**config.mk**
```make
export PLATFORM = sky130hd
export DESIGN_NAME = flash_gpio_capture
export DESIGN_NICKNAME = d
export VERILOG_FILES = /design/src/flash_gpio_pkg.sv /design/src/hold_timer.sv /design/src/flash_gpio_capture.sv
export SDC_FILE = /design/constraint.sdc
export NUM_CORES = 1
export LEC_CHECK = 0
export BUFFER_PORTS_ARGS = -buffer_cell sky130_fd_sc_hd__buf_2
export CORE_ASPECT_RATIO = 1.5
export CORE_MARGIN = 2
export CORE_UTILIZATION = 62
export DETAILED_ROUTE_END_ITERATION = 8
export PLACE_DENSITY = 0.85
export SLEW_MARGIN = 20
export SYNTH_ARGS = -nofsm -noshare
export SYNTH_HDL_FRONTEND = slang
export SYNTH_HIERARCHICAL = 1
export SYNTH_SLANG_ARGS = --single-unit
```
**constraint.sdc**
```tcl
create_clock -name core_clk -period 5.1 [get_ports core_clk]
set_clock_uncertainty 0.15 [all_clocks]
set_input_delay 0.51 -clock core_clk [delete_from_list [all_inputs] [get_ports core_clk]]
set_output_delay 0.51 -clock core_clk [all_outputs]
set_load 0.03 [all_outputs]
```
**src/flash_gpio_pkg.sv**
```systemverilog
package flash_gpio_pkg;

    // ****************************************************************
    // register map
    // ****************************************************************
    localparam logic [7:0] PIN_CTRL_ADDR   = 8'h20;
    localparam logic [7:0] CAPTURE_ADDR    = 8'h30;
    localparam logic [7:0] PIN_CTRL_RESET  = 8'h00;
    localparam logic [7:0] CAPTURE_RESET   = 8'h00;
    localparam logic [7:0] READ_IDLE_VALUE = 8'h00;
    localparam logic [7:0] PIN_CTRL_MASK   = 8'h7f; // top bit unused

    // ****************************************************************
    // pin control field positions
    // ****************************************************************
    localparam int P1_CTRL   = 0;
    localparam int P1_DIR    = 1;
    localparam int P1_DATA   = 2;
    localparam int P2_CTRL   = 3;
    localparam int P2_DIR    = 4;
    localparam int P2_DATA   = 5;
    localparam int P2_IRQ_EN = 6;

    // ****************************************************************
    // capture layout and level scale
    // ****************************************************************
    localparam int CODE_W     = 4;
    localparam int LED_B_LSB  = 4;
    localparam int LED_A_LSB  = 0;
    // each code step is one fixed current step; 0 is one step, 15 is max
    localparam int LEVEL_STEP_UA = 56250;
    localparam int LEVEL_MAX_UA  = 900000;

    // ****************************************************************
    // timing
    // ****************************************************************
    localparam int CLK_MHZ         = 200;
    localparam int SLOW_DELAY_US   = 250;
    localparam int DEGLITCH_US     = 8;
    localparam int SLOW_CYCLES     = SLOW_DELAY_US * CLK_MHZ;
    localparam int DEGLITCH_CYCLES = DEGLITCH_US * CLK_MHZ;
    localparam int CNT_W           = 16;
    localparam int EVENT_N         = 3;

    // ****************************************************************
    // output setup tracking
    // ****************************************************************
    typedef enum logic [1:0] {
        SETUP_IDLE    = 2'b00,
        SETUP_PENDING = 2'b01,
        SETUP_ARMED   = 2'b10
    } setup_t;

endpackage : flash_gpio_pkg

```
**src/hold_timer.sv**
```systemverilog
`timescale 1ns/1ps

// fires once when cond has been high for LIMIT consecutive cycles
module hold_timer #(
    parameter int LIMIT = 1600,
    parameter int CNT_W = 16
) (
    input  wire logic core_clk,
    input  wire logic rst_n,
    input  wire logic cond,
    output logic      fire
);

    typedef struct packed {
        logic [CNT_W-1:0] cnt;
        logic             done;
    } timer_state_t;

    localparam logic [CNT_W-1:0] LAST = CNT_W'(LIMIT - 1);

    timer_state_t cur_ff;
    timer_state_t nxt_st;

    // the count restarts whenever cond drops, so short dips never fire
    always_comb
    begin
        nxt_st = cur_ff;
        if (!cond)
        begin
            nxt_st.cnt  = '0;
            nxt_st.done = 1'b0;
        end
        else if (!cur_ff.done)
        begin
            if (cur_ff.cnt == LAST)
                nxt_st.done = 1'b1;
            else
                nxt_st.cnt = cur_ff.cnt + CNT_W'(1);
        end
    end

    always_ff @(posedge core_clk)
    begin
        if (!rst_n)
            cur_ff <= '0;
        else
            cur_ff <= nxt_st;
    end

    assign fire = cond && !cur_ff.done && (cur_ff.cnt == LAST);
endmodule : hold_timer

```
**src/flash_gpio_capture.sv**
```systemverilog
`timescale 1ns/1ps

module flash_gpio_capture #(
    parameter int SLOW_CYCLES = flash_gpio_pkg::SLOW_CYCLES
) (
    input  wire logic       core_clk,
    input  wire logic       rst_n,
    // register port
    input  wire logic       reg_wr_en,
    input  wire logic       reg_rd_en,
    input  wire logic [7:0] reg_addr,
    input  wire logic [7:0] reg_wdata,
    output logic      [7:0] reg_rdata,
    // multifunction pins
    input  wire logic       first_multifunction_pin_in,
    output logic            first_multifunction_pin_out,
    output logic            first_multifunction_pin_oe,
    input  wire logic       second_multifunction_pin_in,
    output logic            second_multifunction_pin_out,
    output logic            second_multifunction_pin_oe,
    // pin functions toward the core
    output logic            rf_sync_input_one,
    output logic            rf_sync_input_two,
    output logic            torch_enable,
    input  wire logic       irq_req,
    // torch select bit of the first configuration register
    input  wire logic       torch_sel_wr,
    input  wire logic       torch_sel_wdata,
    input  wire logic       flash_done,
    output logic            hw_torch_sel,
    // protection monitors
    input  wire logic       thermistor_below_trip,
    input  wire logic       vin_below_monitor,
    input  wire logic       vin_below_flash_monitor,
    input  wire logic       thermistor_mode,
    input  wire logic       vin_monitor_en,
    input  wire logic       flash_monitor_en,
    input  wire logic [3:0] led_a_code,
    input  wire logic [3:0] led_b_code,
    output logic      [2:0] event_flag_set
);

    // ****************************************************************
    // state
    // ****************************************************************
    localparam int N = flash_gpio_pkg::EVENT_N;

    typedef struct packed {
        logic [1:0]             p1_sync;
        logic [1:0]             p2_sync;
        logic [N-1:0]           mon_meta;
        logic [N-1:0]           mon_sync;
        logic [7:0]             pin_cfg;
        logic [7:0]             eff_cfg;
        logic [7:0]             last_wr;
        flash_gpio_pkg::setup_t setup;
        logic [7:0]             captured;
        logic [N-1:0]           flag_set;
        logic                   hw_torch;
        logic [7:0]             rdata;
    } core_state_t;

    core_state_t cur_ff;
    core_state_t nxt_st;
    logic [N-1:0] cond;
    logic [N-1:0] fire;
    logic         cfg_wr;
    logic         out_req;
    logic         irq_mode;

    // drop output directions so a single first write cannot drive pins
    function automatic logic [7:0] strip_out(input logic [7:0] v);
        logic [7:0] r;
        r = v;
        r[flash_gpio_pkg::P1_DIR] = 1'b0;
        r[flash_gpio_pkg::P2_DIR] = 1'b0;
        return r;
    endfunction : strip_out

    assign cfg_wr = reg_wr_en && (reg_addr == flash_gpio_pkg::PIN_CTRL_ADDR);
    assign out_req =
        (reg_wdata[flash_gpio_pkg::P1_CTRL] && reg_wdata[flash_gpio_pkg::P1_DIR])
        || (reg_wdata[flash_gpio_pkg::P2_CTRL]
            && reg_wdata[flash_gpio_pkg::P2_DIR]);

    // ****************************************************************
    // protection event timers
    // ****************************************************************
    // synchronised comparator levels gated by their enables
    assign cond[0] = cur_ff.mon_sync[0] && thermistor_mode;
    assign cond[1] = cur_ff.mon_sync[1] && vin_monitor_en;
    assign cond[2] = cur_ff.mon_sync[2] && flash_monitor_en;

    generate
        for (genvar g = 0; g < N; g++)
        begin : g_timer
            // slow events wait the long delay, flash monitor deglitches
            hold_timer #(
                .LIMIT ((g == 2) ? flash_gpio_pkg::DEGLITCH_CYCLES
                                 : SLOW_CYCLES),
                .CNT_W (flash_gpio_pkg::CNT_W)
            ) u_timer (
                .core_clk (core_clk),
                .rst_n    (rst_n),
                .cond     (cond[g]),
                .fire     (fire[g])
            );
        end
    endgenerate

    // ****************************************************************
    // next state
    // ****************************************************************
    always_comb
    begin
        nxt_st          = cur_ff;
        // first stages feed only the second stages
        nxt_st.p1_sync  = {cur_ff.p1_sync[0], first_multifunction_pin_in};
        nxt_st.p2_sync  = {cur_ff.p2_sync[0], second_multifunction_pin_in};
        nxt_st.mon_meta = {vin_below_flash_monitor, vin_below_monitor,
                           thermistor_below_trip};
        nxt_st.mon_sync = cur_ff.mon_meta;

        if (cfg_wr)
        begin
            nxt_st.last_wr = reg_wdata;
            // readback image; input data sampled only here
            nxt_st.pin_cfg = reg_wdata & flash_gpio_pkg::PIN_CTRL_MASK;
            if (!reg_wdata[flash_gpio_pkg::P1_DIR])
                nxt_st.pin_cfg[flash_gpio_pkg::P1_DATA] =
                    cur_ff.p1_sync[1];
            if (!reg_wdata[flash_gpio_pkg::P2_DIR])
                nxt_st.pin_cfg[flash_gpio_pkg::P2_DATA] =
                    cur_ff.p2_sync[1];
            case (cur_ff.setup)
                flash_gpio_pkg::SETUP_ARMED:
                begin
                    nxt_st.eff_cfg = reg_wdata
                        & flash_gpio_pkg::PIN_CTRL_MASK;
                end
                flash_gpio_pkg::SETUP_PENDING:
                begin
                    if (out_req && (reg_wdata == cur_ff.last_wr))
                    begin
                        nxt_st.eff_cfg = reg_wdata
                            & flash_gpio_pkg::PIN_CTRL_MASK;
                        nxt_st.setup   = flash_gpio_pkg::SETUP_ARMED;
                    end
                    else if (out_req)
                        nxt_st.eff_cfg = strip_out(reg_wdata
                            & flash_gpio_pkg::PIN_CTRL_MASK);
                    else
                    begin
                        nxt_st.eff_cfg = reg_wdata
                            & flash_gpio_pkg::PIN_CTRL_MASK;
                        nxt_st.setup   = flash_gpio_pkg::SETUP_IDLE;
                    end
                end
                default:
                begin
                    // first write of an output setup only makes it pending
                    nxt_st.eff_cfg = strip_out(reg_wdata
                        & flash_gpio_pkg::PIN_CTRL_MASK);
                    nxt_st.setup   = out_req ? flash_gpio_pkg::SETUP_PENDING
                                             : flash_gpio_pkg::SETUP_IDLE;
                end
            endcase
        end

        // flag and capture load on the same edge
        nxt_st.flag_set = fire;
        if (|fire)
            nxt_st.captured = {led_b_code, led_a_code};

        // a software write of the bit beats the automatic clear
        if (torch_sel_wr)
            nxt_st.hw_torch = torch_sel_wdata;
        else if (flash_done)
            nxt_st.hw_torch = 1'b0;

        // read data registered, unmapped addresses read zero
        nxt_st.rdata = flash_gpio_pkg::READ_IDLE_VALUE;
        if (reg_rd_en && (reg_addr == flash_gpio_pkg::PIN_CTRL_ADDR))
            nxt_st.rdata = cur_ff.pin_cfg;
        else if (reg_rd_en && (reg_addr == flash_gpio_pkg::CAPTURE_ADDR))
            nxt_st.rdata = cur_ff.captured;
    end

    always_ff @(posedge core_clk)
    begin
        if (!rst_n)
        begin
            cur_ff          <= '0;
            cur_ff.pin_cfg  <= flash_gpio_pkg::PIN_CTRL_RESET;
            cur_ff.eff_cfg  <= flash_gpio_pkg::PIN_CTRL_RESET;
            cur_ff.setup    <= flash_gpio_pkg::SETUP_IDLE;
            cur_ff.captured <= flash_gpio_pkg::CAPTURE_RESET;
        end
        else
            cur_ff <= nxt_st;
    end

    // ****************************************************************
    // pin drive and functions
    // ****************************************************************
    assign irq_mode = cur_ff.eff_cfg[flash_gpio_pkg::P2_IRQ_EN]
        && cur_ff.eff_cfg[flash_gpio_pkg::P2_DIR]
        && cur_ff.eff_cfg[flash_gpio_pkg::P2_CTRL];
    assign first_multifunction_pin_oe  =
        cur_ff.eff_cfg[flash_gpio_pkg::P1_CTRL]
        && cur_ff.eff_cfg[flash_gpio_pkg::P1_DIR];
    assign first_multifunction_pin_out =
        cur_ff.eff_cfg[flash_gpio_pkg::P1_DATA];
    assign second_multifunction_pin_oe =
        cur_ff.eff_cfg[flash_gpio_pkg::P2_CTRL]
        && cur_ff.eff_cfg[flash_gpio_pkg::P2_DIR];
    // interrupt level bypasses the data bit in interrupt mode
    assign second_multifunction_pin_out = irq_mode ? irq_req
        : cur_ff.eff_cfg[flash_gpio_pkg::P2_DATA];
    // first pin defers to the torch select when not a gpio
    assign rf_sync_input_one = !cur_ff.eff_cfg[flash_gpio_pkg::P1_CTRL]
        && !cur_ff.hw_torch && cur_ff.p1_sync[1];
    assign torch_enable = !cur_ff.eff_cfg[flash_gpio_pkg::P1_CTRL]
        && cur_ff.hw_torch && cur_ff.p1_sync[1];
    assign rf_sync_input_two = !cur_ff.eff_cfg[flash_gpio_pkg::P2_CTRL]
        && cur_ff.p2_sync[1];
    assign hw_torch_sel   = cur_ff.hw_torch;
    assign event_flag_set = cur_ff.flag_set;
    assign reg_rdata      = cur_ff.rdata;
endmodule : flash_gpio_capture

```
# ---- After elaboration in Yosys (flattened, before gate mapping)
# Index checks and enable logic that the tools add are counted.
# Widths: inputs -> output; s select.
dict set report totals {
  register_bits 105
  out_inout_bits 19
  input_bits 40
  word_cells 101
}
dict set report op_classes {
  reduce_logical 41
  bitwise 9
  mux 20
  eq_ne 9
  add_sub_neg 3
}
# cell n
set ops {}
lappend ops {{$add 16x1->16 const B} 3}
lappend ops {{$eq 16x16->1 const B} 2}
lappend ops {{$logic_and 1x1->1} 24}
lappend ops {{$eq 16x11->1 const B} 1}
lappend ops {{$eq 8x6->1 const B} 2}
lappend ops {{$mux 7} 2}
lappend ops {{$mux 1} 12}
lappend ops {{$reduce_and 2->1} 6}
lappend ops {{$mux 5} 2}
lappend ops {{$pmux 5 s2} 1}
lappend ops {{$not 1->1} 9}
lappend ops {{$eq 8x8->1} 1}
lappend ops {{$logic_not 1->1} 6}
lappend ops {{$reduce_or 3->1} 2}
lappend ops {{$mux 2} 2}
lappend ops {{$pmux 2 s2} 1}
lappend ops {{$ne 3x3->1 const B} 1}
lappend ops {{$reduce_and 3->1} 1}
lappend ops {{$eq 2x1->1 const B} 1}
lappend ops {{$eq 2x2->1 const B} 1}
lappend ops {{$reduce_bool 2->1} 1}
lappend ops {{$logic_or 1x1->1} 1}

# ---- Logic depth before layout (Yosys ltp)
dict set report depth {
  word_depth 5
  mapped_depth 8
  mapped_depth_nobuf 8
}

# ---- Hierarchy
# Netlist, hierarchy kept.
# mod cells_each n_inst seq_area_each_um2 area_per_inst_um2
set by_module_without_submodules {}
lappend by_module_without_submodules {flash_gpio_capture 192 1 880.8 1900.6}
lappend by_module_without_submodules {{hold_timer at g_timer[0].u_timer ...} 98 2 340.3 855.8}
lappend by_module_without_submodules {{hold_timer at g_timer[2].u_timer} 104 1 340.3 855.8}

# ---- Least setup slack after synthesis
# OpenSTA, ideal clock, no wires.
dict set report synth_timing {
  path_kind {reg2reg}
  startpoint {reg g_timer[1].u_timer/cur_ff[1] (netlist bit)}
  endpoint {reg cur_ff[12] (netlist name)}
  n_path_buf 0
  required_time_ns 4.834
  period_less_slack_ns 2.051
  slack_ns 3.049
  t_arrival_ns 1.785
  setup_ns 0.116
  path_stages_with_launch 8
  path_cell_list {dfxtp_1 > ha_1 > and3b_1 > nand4_1 > nor3b_1 > nor3_2 > mux2i_1 > nor2b_1}
}
# element line_no
set synth_lines {}
lappend synth_lines {{start: declaration} hold_timer.sv:21} ;# timer_state_t cur_ff;
lappend synth_lines {{start signal: assignment} hold_timer.sv:47} ;# cur_ff <= nxt_st;

==> impl_results.md <==
* Placement Rows at 37
* Resize count post-CTS at 0
* Part of the total power dissipated in the clock network at 40.7%
* Switching share of power at 21.3%
* Vias at 3646
* Class of the most critical hold timing path: in2reg
* Global-route wire length before repair at 15.6 mm
* Hold Fails Final Rpt at 0
* Data arrival, critical path at 2510 ps
* Number of buffers added by the clock tree synthesis step at 9
* Chip Width at 73.3 µm
* Maximum VDD drop at 0.257 mV
* Sequential share of power at 55.6%
* Max clock buf depth at 2
* Fraction of final layout cells sized beyond drive strength 1 at 19.0%
* Layout overhead on the synthesized area at 10.5%
* Critical path endpoint category: register
* Routed length on met1 at 3.83 mm
* Warnings, synthesis at 6
* FFs w/ async S/R, synth at 0%
* Clock insertion delay at the later pin of the skew report at 360 ps
* Met3 wire length at 369 µm
* Mean Syn Cell Area at 9.08 µm²
* Clock edge transition at the registers on the reported setup and hold paths at 90 ps
* Worst relative slew slack at 42.5%
* Initial cell density of the core at 64.3%
* Number of top-level design ports at 59
* Cell Pwr Density at 272 nW/µm²
* Critical path startpoint category: register
* Die area at 7920 µm²
* Area of combinational cells with multiple inputs at 2380 µm²
* Max-capacitance violation count at 0
* Buffers added on ports at 58
* Setup total negative slack at 0 ps
* Number of iterations in the first detailed-routing pass at 4
* Number of enable flip-flop cells after synthesis at 0
* Clock net sink count at 95
* Largest net degree at the start of global routing at 40
* Number of antenna violations at the first check in global routing at 0
* Max-slew violation count at 0
* Sequential area share after synthesis at 42.6%
* Share of the synthesized area in the top cell type at 42.6%
* Gate count of the mapped netlist at 492
* TritonCTS clock tree: yes
* Number of setup violations in the final report at 0
* Storage element area at 1900 µm²
* Routability congestion estimate at 0.872
* Standby leakage power at 1.87 nW
* Crit path kind: reg2reg
* Cell variety after synth at 53
* Fmax at 0.416 GHz
* Internal power of the cells at 1.06 mW
* Post-CTS setup buffers at 0
* Core Footprint at 6940 µm²
* Logic gate share of total power at 3.7%
* Worst slew pin tran at 858 ps
* Main area contributors after synthesis: sky130_fd_sc_hd__dfxtp_1, sky130_fd_sc_hd__mux2i_1, sky130_fd_sc_hd__nor2_1, sky130_fd_sc_hd__nand2_1, sky130_fd_sc_hd__xnor2_1
* Outcome: complete, no violations
* Tot GR Track Use at 24.5%
* Final nets at 582
* Dominant cell type by area after synthesis: sky130_fd_sc_hd__dfxtp_1
* Met2 Routed Length at 4.66 mm
* Maximum fanout along the worst path at 8
* Total DRC errors in the routed layout at 0
* Post-layout utilization of the core at 71.1%
* Number of diodes added for antenna fixing at 0
* RSZ-0062 raised after global routing: no
* Syn Nets at 537
* Clock Tree Root: sky130_fd_sc_hd__clkbuf_8
* Max H-tree Level at 3
* Req. time, crit path at 5210 ps
* Hold buffer count at cts at 0
* Overflow left after global routing at 0
* Part of the cycle the worst path needs at 47.1%
* Die Ht at 108 µm
* Switching power at 0.286 mW
* Vias in the first global route at 3523
* Count of fill cells added during filler insertion at 537
* Starting DRC count in detailed routing at 158
* Routed via count divided by cell count at 5.88
* Post-synth top flop: sky130_fd_sc_hd__dfxtp_1
* Detailed Place HPWL at 6.54 mm
* Highest metal layer used by the detailed router: met4
* Post-synthesis instance area at 4470 µm²
* Remaining antenna violation count at 0
* Final Critical Period at 2400 ps
* Flip-flop and latch count after synthesis at 95
* Routed wire length per instance at 14.5 µm
* Routed wire length at 9.02 mm
==> through the flow <==
stage	setup WS, ps	hold slack [ps]	area (µm²)	std cells	power, mW
finish	2700	198	4940	620	1.34
global route	2470	186	4940	620	1.39
CTS	2700	190	4940	620	1.35
detailed placement	2710	277	4710	604	0.815
global placement	2830	265	4710	604	0.813
floorplan	3050	259	4470	492	0.790
==> metal layers <==
metal	track usage, %	up-vias
li1	-	1818
met1	29.1	1733
met2	43.5	79
met3	4.47	16
met4	8.44	0
met5	0	-
==> sequential cells by signal, summed over array words and instances, names as in the netlist <==
signal                       count
cur_ff                          31
event_flag_set                   3
first_multifunction_pin_out      1
g_timer.u_timer/cur_ff          51
hw_torch_sel                     1
reg_rdata                        8
==> worst max-delay path, stage by stage, from the launching register on <==
cell and delay [ps]:
sky130_fd_sc_hd__dfxtp_1 350, sky130_fd_sc_hd__ha_1 240, sky130_fd_sc_hd__and3b_1 200, sky130_fd_sc_hd__nand4_1 180
sky130_fd_sc_hd__nor3b_1 110, sky130_fd_sc_hd__nor3_2 720, sky130_fd_sc_hd__mux2i_1 280, sky130_fd_sc_hd__nor2b_1 70
==> cells in the final DEF, fill, tap and decap left out, types with 3 or more instances in the layout <==
| master | Yosys | routed |
|---|---|---|
| sky130_fd_sc_hd__nand3_1 | 22 | 22 |
| sky130_fd_sc_hd__nand2_1 | 46 | 46 |
| sky130_fd_sc_hd__or2_2 | 4 | 4 |
| sky130_fd_sc_hd__o21ai_0 | 9 | 9 |
| sky130_fd_sc_hd__nand3b_1 | 4 | 4 |
| sky130_fd_sc_hd__nand4_1 | 11 | 11 |
| sky130_fd_sc_hd__nor4_1 | 8 | 8 |
| sky130_fd_sc_hd__dfxtp_1 | 95 | 95 |
| sky130_fd_sc_hd__ha_1 | 5 | 5 |
| sky130_fd_sc_hd__a31o_2 | 6 | 6 |
| sky130_fd_sc_hd__a211oi_1 | 4 | 4 |
| sky130_fd_sc_hd__inv_1 | 10 | 10 |
| sky130_fd_sc_hd__nor3_2 | 3 | 3 |
| sky130_fd_sc_hd__nor2_1 | 48 | 48 |
| sky130_fd_sc_hd__and2_1 | 20 | 20 |
| sky130_fd_sc_hd__and3b_1 | 4 | 4 |
| sky130_fd_sc_hd__clkbuf_8 | 0 | 10 |
| sky130_fd_sc_hd__o31ai_1 | 4 | 4 |
| sky130_fd_sc_hd__a21boi_1 | 8 | 8 |
| sky130_fd_sc_hd__nand2b_1 | 6 | 6 |
| sky130_fd_sc_hd__nor3b_1 | 5 | 5 |
| sky130_fd_sc_hd__and4_1 | 7 | 7 |
| sky130_fd_sc_hd__nor2b_1 | 11 | 11 |
| sky130_fd_sc_hd__nor3_1 | 10 | 10 |
| sky130_fd_sc_hd__a21oi_1 | 24 | 24 |
| sky130_fd_sc_hd__mux2i_1 | 26 | 26 |
| sky130_fd_sc_hd__xnor2_1 | 16 | 16 |
| sky130_fd_sc_hd__or4_1 | 5 | 5 |
| sky130_fd_sc_hd__buf_2 | 2 | 58 |
| sky130_fd_sc_hd__or3_1 | 9 | 9 |
| sky130_fd_sc_hd__xor2_1 | 10 | 10 |
==> power groups by stage <==
stage                     combinational [mW]  clock (mW)  sequential [mW]
after floorplan                       0.0246           0            0.765
after detailed placement              0.0501           0            0.765
after CTS                             0.0505       0.556            0.747
final                                 0.0502       0.546            0.747
after global routing                  0.0548       0.588            0.748
after global placement                0.0485           0            0.765
==> synthesized netlist by cell type (all sizes together) (3+ instances only) <==
master	number
nand2	46
and2	20
a21boi	8
or3	11
and4	7
nor2b	11
xnor2	16
and3	3
nand4	13
a31o	6
ha	5
or4	5
nor3	14
nand3	23
mux2i	26
a211oi	4
o21ai	11
nor4	11
clkbuf	10
xor2	10
o31ai	5
nand3b	4
or2	4
inv	10
nor3b	5
nor2	48
dfxtp	95
and3b	4
buf	15
nand2b	6
a21oi	24
==> final timing paths <==
kind                                        startpoint  slack (ps)                 endpoint  cells after the start
max          g_timer[1].u_timer/cur_ff[1]$_SDFFE_PN0P_        2700  cur_ff[18]$_SDFFE_PN0P_                      7
min                         first_multifunction_pin_in         200    cur_ff[54]$_SDFF_PN0_                      2
min reg2reg                      cur_ff[51]$_SDFF_PN0_         290    cur_ff[48]$_SDFF_PN0_                      1
max reg2reg  g_timer[1].u_timer/cur_ff[1]$_SDFFE_PN0P_        2700  cur_ff[18]$_SDFFE_PN0P_                      7
==> cell families after synthesis <==
family	synth area share [%]
xor gates and xnor gates	5.10
AOI/OAI and AO/OA	9.58
buffers and inverters	4.20
DFF	42.6
adders and majority gates	1.40
muxes	6.08
and+or+nand+nor	31.1
==> area by class of cell <==
| cell class | count | area share, % |
|---|---|---|
| clock buffers | 11 | 2.86 |
| well taps | 78 | 1.98 |
| repair buffers | 59 | 6.03 |
| flip-flops and latches | 95 | 38.5 |
| clock inverters | 5 | 1.65 |
| multi-input cells | 362 | 48.2 |
| inverters | 10 | 0.760 |
(Power assumes the default switching activity.)
